`src/common/ivl_pkg.sv`:
```
// Package with constants and types for the interrupt vector logic
package ivl_pkg;

  // ****************************************************************
  // Source numbering
  // ****************************************************************
  localparam int unsigned IVL_NUM_SRC = 11;
  localparam int unsigned IVL_NUM_PERIPH = 8;
  localparam int unsigned IVL_PC_W = 16;

  // Peripheral flag bit positions
  localparam int unsigned IVL_P_TIMER_ONE = 0;
  localparam int unsigned IVL_P_TIMER_TWO = 1;
  localparam int unsigned IVL_P_TIMER_THREE = 2;
  localparam int unsigned IVL_P_TXE = 3;
  localparam int unsigned IVL_P_RXF = 4;
  localparam int unsigned IVL_P_CAP1 = 5;
  localparam int unsigned IVL_P_CAP2 = 6;
  localparam int unsigned IVL_P_PBCH = 7;

  // ****************************************************************
  // Vector addresses and reset values
  // ****************************************************************
  localparam logic [15:0] IVL_VEC_EXT = 16'h0008;
  localparam logic [15:0] IVL_VEC_TZO = 16'h0010;
  localparam logic [15:0] IVL_VEC_TCK = 16'h0018;
  localparam logic [15:0] IVL_VEC_PER = 16'h0020;
  localparam logic IVL_GID_RST = 1'b1;
  localparam logic [7:0] IVL_PFLAG_RST = 8'h00;
  localparam logic [2:0] IVL_CFLAG_RST = 3'h0;

  // Core (dedicated vector) flag positions
  localparam int unsigned IVL_C_EXT = 0;
  localparam int unsigned IVL_C_TZO = 1;
  localparam int unsigned IVL_C_TCK = 2;

  // Vector selection, in priority order
  typedef enum logic [1:0] {
    IVL_SEL_EXT,
    IVL_SEL_TZO,
    IVL_SEL_TCK,
    IVL_SEL_PER
  } ivl_sel_t;

  // Request towards the core sequencer
  typedef struct packed {
    logic valid;
    ivl_sel_t sel;
    logic [15:0] vector;
  } ivl_req_t;

  // Software write of the peripheral and dedicated flag bits
  typedef struct packed {
    logic wr;
    logic [7:0] pflag_wdata;
    logic [2:0] cflag_wdata;
  } ivl_flag_wr_t;

endpackage

```
`src/hdl/ivl_pend.sv`:
```
// Sticky flag bits: hardware set wins over software and auto clear
`timescale 1ns/1ps
module ivl_pend #(
  parameter int unsigned WIDTH = 8
) (
  // Clock and reset
  input wire logic ref_clk_i,
  input wire logic rst_n_i,
  // Events and clears
  input wire logic [WIDTH-1:0] set_i,
  input wire logic [WIDTH-1:0] clr_i,
  input wire logic wr_i,
  input wire logic [WIDTH-1:0] wdata_i,
  // Flags
  output logic [WIDTH-1:0] flag_o
);
  import ivl_pkg::*;

  logic [WIDTH-1:0] flag_ff;
  logic [WIDTH-1:0] nxt_flag;

  initial begin
    if (WIDTH < 1) $error("ivl_pend: WIDTH must be at least 1");
  end

  // Per bit: event set beats any clear in the same cycle
  for (genvar i = 0; i < WIDTH; i++) begin : g_bit
    always_comb begin
      nxt_flag[i] = flag_ff[i];
      if (wr_i) begin
        nxt_flag[i] = wdata_i[i];
      end
      if (clr_i[i]) begin
        nxt_flag[i] = 1'b0;
      end
      if (set_i[i]) begin
        nxt_flag[i] = 1'b1;
      end
    end
  end

  // Register stage
  always_ff @(posedge ref_clk_i) begin
    if (!rst_n_i) begin
      flag_ff <= '0;
    end else begin
      flag_ff <= nxt_flag;
    end
  end

  assign flag_o = flag_ff;
endmodule

```
`src/hdl/ivl_prio.sv`:
```
// Vector selection among pending enabled sources
`timescale 1ns/1ps
module ivl_prio (
  // Pending and enabled core sources, peripheral summary
  input wire logic [2:0] core_act_i,
  input wire logic per_act_i,
  // Selection
  output logic any_o,
  output ivl_pkg::ivl_sel_t sel_o,
  output logic [15:0] vec_o
);
  import ivl_pkg::*;

  // Fixed priority: pin, timer zero, clock pin edge, peripherals
  always_comb begin
    any_o = 1'b1;
    sel_o = IVL_SEL_PER;
    vec_o = IVL_VEC_PER;
    if (core_act_i[IVL_C_EXT]) begin
      sel_o = IVL_SEL_EXT;
      vec_o = IVL_VEC_EXT;
    end else if (core_act_i[IVL_C_TZO]) begin
      sel_o = IVL_SEL_TZO;
      vec_o = IVL_VEC_TZO;
    end else if (core_act_i[IVL_C_TCK]) begin
      sel_o = IVL_SEL_TCK;
      vec_o = IVL_VEC_TCK;
    end else if (!per_act_i) begin
      any_o = 1'b0;
    end
  end
endmodule

```
`src/hdl/ivl_top.sv`:
```
// Interrupt vector logic: flags, masks, global disable, core vectoring
// Function
// RULE1: eleven sources each own a flag bit
// RULE2: global disable set blocks every response
// RULE3: response sets global disable automatically
// RULE4: response pushes return address, loads vector
// RULE5: four vectors; peripherals share one
// RULE6: pin, timer zero, clock edge dedicated
// RULE7: dedicated vector entry clears its flag
// RULE8: peripheral vector entry leaves flags alone
// RULE9: software tests peripheral flags to identify
// RULE10: software clears peripheral flags before re-enable
// RULE11: flags set regardless of masks
// RULE12: pin response waits for instruction end
// RULE13: return op pops, clears global disable
// RULE14: request needs flag, mask, disable clear
//
// Our own choices: the register addresses and the strobed register port.
`timescale 1ns/1ps
module ivl_top (
  // Clock and reset
  input wire logic ref_clk_i,
  input wire logic rst_n_i,
  // Source events, one-cycle pulses
  input wire logic external_interrupt_pin_i,
  input wire logic port_b_change_i,
  input wire logic timer_zero_ovf_i,
  input wire logic timer_one_ovf_i,
  input wire logic timer_two_ovf_i,
  input wire logic timer_three_ovf_i,
  input wire logic serial_tx_empty_i,
  input wire logic serial_rx_full_i,
  input wire logic capture_unit_one_i,
  input wire logic capture_unit_two_i,
  input wire logic timer_zero_clock_pin_edge_i,
  // Core sequencer handshake
  input wire logic insn_boundary_i,
  input wire logic [15:0] next_pc_i,
  input wire logic return_from_interrupt_op_i,
  input wire logic [15:0] stack_top_i,
  // Software register port
  input wire logic [1:0] addr_i,
  input wire logic [7:0] wdata_i,
  input wire logic wr_i,
  input wire logic rd_i,
  output logic [7:0] rdata_o,
  // Towards the core
  output logic irq_pending_o,
  output logic vector_load_o,
  output logic [15:0] vector_pc_o,
  output logic stack_push_o,
  output logic [15:0] stack_push_data_o,
  output logic stack_pop_o,
  output logic global_interrupt_disable_o
);
  import ivl_pkg::*;

  // ****************************************************************
  // Register offsets and bit fields
  // ****************************************************************
  localparam logic [1:0] OFS_CPU = 2'h0;
  localparam logic [1:0] OFS_STA = 2'h1;
  localparam logic [1:0] OFS_PIE = 2'h2;
  localparam logic [1:0] OFS_PIR = 2'h3;
  localparam int unsigned B_GID = 4;
  localparam int unsigned B_MASK_LO = 0;
  localparam int unsigned B_FLAG_LO = 4;
  localparam int unsigned C_NUM = 3;
  localparam int unsigned M_NUM = 4;

  // ****************************************************************
  // Elaboration guards
  // ****************************************************************
  // Flag and mask fields must fit the byte-wide register port
  if (IVL_NUM_PERIPH != $bits(wdata_i)) begin : g_bad_periph
    $error("ivl_top: peripheral flags must fill one register");
  end
  if (IVL_NUM_SRC != IVL_NUM_PERIPH + C_NUM) begin : g_bad_src
    $error("ivl_top: source count does not match the flag layout");
  end
  if (B_FLAG_LO + C_NUM > $bits(wdata_i)) begin : g_bad_cflag
    $error("ivl_top: dedicated flags overflow the status register");
  end
  if (B_MASK_LO + M_NUM > B_FLAG_LO) begin : g_bad_mask
    $error("ivl_top: mask field overlaps the flag field");
  end
  // Return addresses and vectors share the program counter width
  if (IVL_PC_W != $bits(next_pc_i)) begin : g_bad_pc
    $error("ivl_top: program counter width mismatch");
  end
  // Entry points adjacent in priority order must differ, or handlers would alias
  if (IVL_VEC_EXT == IVL_VEC_TZO || IVL_VEC_TZO == IVL_VEC_TCK ||
      IVL_VEC_TCK == IVL_VEC_PER) begin : g_bad_vec
    $error("ivl_top: vector addresses must differ");
  end

  // ****************************************************************
  // Flags
  // ****************************************************************
  logic [IVL_NUM_PERIPH-1:0] p_set;
  logic [IVL_NUM_PERIPH-1:0] p_flag;
  logic [2:0] c_set;
  logic [2:0] c_clr;
  logic [2:0] c_flag;
  logic wr_pir;
  logic wr_sta;

  // Every event raises its flag whatever the masks say
  assign p_set = {port_b_change_i, capture_unit_two_i, capture_unit_one_i,
                  serial_rx_full_i, serial_tx_empty_i, timer_three_ovf_i,
                  timer_two_ovf_i, timer_one_ovf_i}; // RULE1 RULE11
  assign c_set = {timer_zero_clock_pin_edge_i, timer_zero_ovf_i,
                  external_interrupt_pin_i}; // RULE1 RULE11
  assign wr_pir = wr_i && (addr_i == OFS_PIR);
  assign wr_sta = wr_i && (addr_i == OFS_STA);

  // Peripheral flags only ever cleared by software
  ivl_pend #(
    .WIDTH(IVL_NUM_PERIPH)
  ) u_pflag (
    .ref_clk_i(ref_clk_i),
    .rst_n_i(rst_n_i),
    .set_i(p_set),
    .clr_i('0), // RULE8
    .wr_i(wr_pir), // RULE10
    .wdata_i(wdata_i),
    .flag_o(p_flag)
  );

  // Dedicated flags also auto-cleared on their vector entry
  ivl_pend #(
    .WIDTH(3)
  ) u_cflag (
    .ref_clk_i(ref_clk_i),
    .rst_n_i(rst_n_i),
    .set_i(c_set),
    .clr_i(c_clr), // RULE7
    .wr_i(wr_sta),
    .wdata_i(wdata_i[B_FLAG_LO+C_NUM-1:B_FLAG_LO]),
    .flag_o(c_flag)
  );

  // ****************************************************************
  // Masks and global disable
  // ****************************************************************
  logic [7:0] pie_ff;
  logic [7:0] nxt_pie;
  logic [3:0] cmask_ff;
  logic [3:0] nxt_cmask;
  logic gid_ff;
  logic nxt_gid;
  logic take;
  logic ret_ok;
  logic take_ff;
  logic nxt_take;

  // A CPU register write loads disable from bit 4, an accepted return clears it, response sets it over both
  always_comb begin
    nxt_pie = pie_ff;
    nxt_cmask = cmask_ff;
    nxt_gid = gid_ff;
    if (wr_i && addr_i == OFS_PIE) begin
      nxt_pie = wdata_i;
    end
    if (wr_sta) begin
      nxt_cmask = wdata_i[B_MASK_LO+M_NUM-1:B_MASK_LO];
    end
    if (wr_i && addr_i == OFS_CPU) begin
      nxt_gid = wdata_i[B_GID];
    end
    if (ret_ok) begin
      nxt_gid = 1'b0; // RULE13
    end
    if (take) begin
      nxt_gid = 1'b1; // RULE3
    end
  end

  always_ff @(posedge ref_clk_i) begin
    if (!rst_n_i) begin
      pie_ff <= IVL_PFLAG_RST;
      cmask_ff <= '0;
      gid_ff <= IVL_GID_RST;
    end else begin
      pie_ff <= nxt_pie;
      cmask_ff <= nxt_cmask;
      gid_ff <= nxt_gid;
    end
  end

  // ****************************************************************
  // Request and vector choice
  // ****************************************************************
  logic [2:0] c_act;
  logic p_act;
  logic any_act;
  ivl_sel_t sel;
  logic [15:0] vec;

  // Masked sources; cmask bit 3 gates the peripheral group
  assign c_act = c_flag & cmask_ff[2:0]; // RULE14
  assign p_act = cmask_ff[3] && |(p_flag & pie_ff); // RULE14

  ivl_prio u_prio (
    .core_act_i(c_act),
    .per_act_i(p_act),
    .any_o(any_act),
    .sel_o(sel),
    .vec_o(vec)
  );

  // Taken only at an instruction boundary, so a two-cycle op delays it
  // A return in the entry cycle is dropped; the core cannot issue one there
  assign take = any_act && !gid_ff && insn_boundary_i && !take_ff; // RULE2 RULE12
  assign ret_ok = return_from_interrupt_op_i && !take_ff;

  // Clear only the dedicated flag whose vector is entered
  always_comb begin
    c_clr = '0;
    if (take) begin
      case (sel)
        IVL_SEL_EXT: c_clr[IVL_C_EXT] = 1'b1; // RULE7
        IVL_SEL_TZO: c_clr[IVL_C_TZO] = 1'b1; // RULE7
        IVL_SEL_TCK: c_clr[IVL_C_TCK] = 1'b1; // RULE7
        default: c_clr = '0; // RULE8
      endcase
    end
  end

  // ****************************************************************
  // Outputs to the core, all registered
  // ****************************************************************
  logic [15:0] vpc_ff;
  logic [15:0] nxt_vpc;
  logic [15:0] push_ff;
  logic [15:0] nxt_push;
  logic pop_ff;
  logic nxt_pop;
  logic pend_ff;
  logic nxt_pend;

  always_comb begin
    nxt_take = take; // RULE4
    nxt_vpc = take ? vec : vpc_ff; // RULE4 RULE5 RULE6
    nxt_push = take ? next_pc_i : push_ff; // RULE4
    nxt_pop = ret_ok; // RULE13
    nxt_pend = any_act && !nxt_gid; // RULE14
  end

  always_ff @(posedge ref_clk_i) begin
    if (!rst_n_i) begin
      take_ff <= 1'b0;
      vpc_ff <= '0;
      push_ff <= '0;
      pop_ff <= 1'b0;
      pend_ff <= 1'b0;
    end else begin
      take_ff <= nxt_take;
      vpc_ff <= nxt_vpc;
      push_ff <= nxt_push;
      pop_ff <= nxt_pop;
      pend_ff <= nxt_pend;
    end
  end

  // ****************************************************************
  // Read port, data one cycle after the strobe
  // ****************************************************************
  logic [7:0] rd_ff;
  logic [7:0] nxt_rd;

  // Peripheral flags readable so the handler can find its source
  always_comb begin
    nxt_rd = '0;
    if (rd_i) begin
      case (addr_i)
        OFS_CPU: nxt_rd[B_GID] = gid_ff;
        OFS_STA: nxt_rd = {1'b0, c_flag, cmask_ff};
        OFS_PIE: nxt_rd = pie_ff;
        OFS_PIR: nxt_rd = p_flag; // RULE9
        default: nxt_rd = '0;
      endcase
    end
  end

  always_ff @(posedge ref_clk_i) begin
    if (!rst_n_i) begin
      rd_ff <= '0;
    end else begin
      rd_ff <= nxt_rd;
    end
  end

  assign rdata_o = rd_ff;
  assign irq_pending_o = pend_ff;
  assign vector_load_o = take_ff;
  assign vector_pc_o = vpc_ff;
  assign stack_push_o = take_ff;
  assign stack_push_data_o = push_ff;
  assign stack_pop_o = pop_ff;
  assign global_interrupt_disable_o = gid_ff;
  // stack_top_i is consumed by the core itself on the pop
  logic unused_top;
  assign unused_top = ^stack_top_i;
endmodule

```
`config.mk`:
```
export PLATFORM = sky130hd
export DESIGN_NAME = ivl_top
export DESIGN_NICKNAME = d
export VERILOG_FILES = /design/src/common/ivl_pkg.sv /design/src/hdl/ivl_pend.sv /design/src/hdl/ivl_prio.sv /design/src/hdl/ivl_top.sv
export SDC_FILE = /design/constraint.sdc
export NUM_CORES = 1
export LEC_CHECK = 0
export BUFFER_PORTS_ARGS = -buffer_cell sky130_fd_sc_hd__buf_4
export CORE_MARGIN = 2
export CORE_UTILIZATION = 53
export DETAILED_ROUTE_END_ITERATION = 8
export HOLD_SLACK_MARGIN = 0.15
export PLACE_DENSITY_LB_ADDON = 0.1
export REMOVE_ABC_BUFFERS = 1
export SYNTH_ARGS = -nofsm -noshare
export SYNTH_HDL_FRONTEND = slang
export SYNTH_HIERARCHICAL = 1
export SYNTH_SLANG_ARGS = --single-unit
```
`constraint.sdc`:
```
create_clock -name ref_clk_i -period 2.6 [get_ports ref_clk_i]
set_input_delay 0.13 -clock ref_clk_i [delete_from_list [all_inputs] [get_ports ref_clk_i]]
set_output_delay 0.13 -clock ref_clk_i [all_outputs]
set_load 0.02 [all_outputs]
```
==> flow_metrics.env <==
export IMPL_holdPathStages=3
export IMPL_yosys_warnings=6
export IMPL_cts_htree_levels=3
export IMPL_synth_seq_cells=67
export IMPL_wl_um=6800
export IMPL_worst_pin_slew_ns=0.705
export IMPL_preCtsSetupSlack_ns=0.718
export IMPL_power_density_mw_per_mm2=589
export IMPL_dieArea_mm2=0.00571
export IMPL_seq_area_mm2=0.00134
export IMPL_worstPathRequired_ns=2.82
export IMPL_rsz0062_at_grt="no"
export IMPL_multi_input_area_mm2=0.00122
export IMPL_synth_area_per_cell_um2=10.4
export IMPL_synth_edf_count=0
export IMPL_dr_pass1_iters=4
export IMPL_nNetsFinal=460
export IMPL_async_flop_share=0
export IMPL_fillers=367
export IMPL_netlist_area_mm2=0.00272
export IMPL_crit_fanout=5
export IMPL_postCtsSetupBuffers=0
export IMPL_crit_arrival_ns=2.39
export IMPL_synth_area_leaders="dfxtp_1, a22o_1, mux2i_1, buf_4, a22oi_1"
export IMPL_hpwl_um=4080
export IMPL_post_drt_wl_per_cell_um=14.3
export IMPL_path_cells="a22oi_1, a41oi_1, nand2b_1, nand4bb_4, nor3b_1, nand2b_1, o21ai_1, dlygate4sd3_1"
export IMPL_cts_root_buffer="clkbuf_8"
export IMPL_die_h_um=75.6
export IMPL_hold_path_class="primary input to flip-flop"
export IMPL_clock_path_buffers=2
export IMPL_via_per_inst=4.93
export IMPL_design_core_area_mm2=0.00501
export IMPL_cp_slowest_cell="dlygate4sd3_1"
export IMPL_drt_iter0_drc=103
export IMPL_power_total_w=0.00240
export IMPL_yosysTopAreaCell="dfxtp_1"
export IMPL_clock_skew_ns=0.00666
export IMPL_reg2reg_depth=8
export IMPL_area_growth_pct=50.0
export IMPL_grt_pass1_wl_um=10300
export IMPL_synth_top_cell_area_share=0.494
export IMPL_start_util=0.542
export IMPL_globalRouteOverflowTotal=0
export IMPL_gp_congestion=0.796
export IMPL_drc_errors=0
export IMPL_antenna_diode_count=0
export IMPL_maxSlewViolCount=0
export IMPL_maxCapViolCount=0
export IMPL_portBuffers=87
export IMPL_crit_start="u_pflag/flag_o[7]$_SDFFE_PN0P_"
export IMPL_slew_headroom=0.529
export IMPL_status="complete, no violations"
export IMPL_holdBufCountCts=50
export IMPL_ys_types=32
export IMPL_min_period_ns=2.17
export IMPL_finalHoldWorstSlack_ns=0.198
export IMPL_peakVddDrop_v=0.000445
export IMPL_final_hold_viol_count=0
export IMPL_start_kind="flip-flop"
export IMPL_ios=104
export IMPL_reg2reg_to="u_cflag/flag_o[2]$_SDFFE_PN0P_"
export IMPL_cpPeakStageDelay_ns=0.55
export IMPL_rrSetupSlack_ns=0.43
export IMPL_worst_slack_ns=0.429
export IMPL_drtAntennaViolNets=0
export IMPL_clkSinkCount=67
export IMPL_antenna_found_initial=0
export IMPL_synth_most_common_cell="dfxtp_1"
export IMPL_fmax_mhz=461
export IMPL_worstReg2RegStart="u_pflag/flag_o[7]$_SDFFE_PN0P_"
export IMPL_critPathCaptureType="flip-flop"
export IMPL_final_cells=476
export IMPL_grt_use_total=0.244
export IMPL_dr_total_vias=2349
export IMPL_finalSetupTns_ns=0
export IMPL_post_cts_resized=0
export IMPL_clk_latency_ns=0.34
export IMPL_synthCells=260
export IMPL_finalSetupViolCount=0
export IMPL_cpMostUsedCell="nand2b_1"
export IMPL_path_class="flip-flop to flip-flop"
export IMPL_cts_buffers=9
export IMPL_clkTransAtPathRegs_ns=0.07
export IMPL_crit_end="u_cflag/flag_o[2]$_SDFFE_PN0P_"
export IMPL_die_w_um=75.6
export IMPL_dp_cells=410
export IMPL_fin_crit_sh=0.835
export IMPL_rows=26
export IMPL_cts_tree="done"
export IMPL_synthTopCellsByCount="dfxtp_1, a22o_1, mux2i_1, nor2_1, nand2_1"
export IMPL_yosysSeqAreaShare=0.494
export IMPL_post_route_cells_drive_above_1_share=0.283
export IMPL_power_leakage_nw=1.86
export IMPL_grt_max_degree=35
export IMPL_grt_pass1_vias=2140
export IMPL_synth_flop_cell="dfxtp_1"
-- critical path: cells and delay by family, from the launching register on --
family                 cells  cell delay (ns)
AND/OR/NAND/NOR            4             0.73
buffers and inverters      1             0.55
AO/OA/AOI/OAI              3             0.40
flip-flops                 1             0.38
-- flip-flops by register name, summed over array words and instances (netlist names) --
| register | count |
|---|---|
| pie_ff | 8 |
| irq_pending_o | 1 |
| vector_pc_o | 16 |
| stack_push_data_o | 16 |
| stack_pop_o | 1 |
| rdata_o | 8 |
| stack_push_o | 1 |
| u_cflag/flag_o | 3 |
| u_pflag/flag_o | 8 |
| cmask_ff | 4 |
| global_interrupt_disable_o | 1 |
-- stage by stage --
stage	cell area (um2)	utilization
after CTS	4080	0.813
final	4080	0.813
after global placement	3330	0.665
after floorplan	2580	-
after global routing	4080	0.813
after detailed placement	3330	0.665
-- worst min-delay path by stage --
stage,from,end,slack (ns)
after detailed placement,timer_three_ovf_i,u_pflag/flag_o[2]$_SDFFE_PN0P_,0.34
after global placement,timer_three_ovf_i,u_pflag/flag_o[2]$_SDFFE_PN0P_,0.33
after CTS,rst_n_i,rdata_o[7]$_SDFF_PN0_,0.19
final,rst_n_i,rdata_o[7]$_SDFF_PN0_,0.20
after global routing,rst_n_i,rdata_o[7]$_SDFF_PN0_,0.23
after floorplan,timer_one_ovf_i,u_pflag/flag_o[0]$_SDFFE_PN0P_,0.24
-- area by class of cell --
| class | count | share of cell area |
|---|---|---|
| flip-flops and latches | 67 | 0.329 |
| multi-input cells | 180 | 0.300 |
| repair buffers | 139 | 0.287 |
| clock buffers | 11 | 0.0347 |
| clock inverters | 5 | 0.0246 |
| well taps | 70 | 0.0215 |
| inverters | 4 | 0.00368 |
-- per-layer routing --
metal,part of all wire,global-route usage,vias up
met5,0,0,-
met4,0.011,0.0955,0
met3,0.052,0.0542,9
met2,0.50,0.400,64
met1,0.44,0.315,1101
li1,-,-,1175
-- cells by family after synthesis --
kind of cell,share of synthesized area
AND/OR/NAND/NOR,0.135
multiplexers,0.111
flip-flops,0.494
AO/OA/AOI/OAI,0.175
other,0.00276
buffers and inverters,0.0829
-- power breakdown --
part           leakage [nW]  switching (W)  internal (W)
combinational          1.19       0.000116      0.000158
clock                 0.123       0.000388      0.000661
sequential            0.545      0.0000213       0.00106
-- placed cells by master, fill, tap and decap left out, types with 10 or more instances in the layout --
master and count:
mux2i_1 21, buf_4 89, nand2b_1 12, a22oi_1 10, dlygate4sd3_1 50, a22o_1 32, o21ai_1 10, conb_1 21
dfxtp_1 67, nand2_1 15, nor2_1 18, clkbuf_8 10
Power figures use the tool's default switching activity.
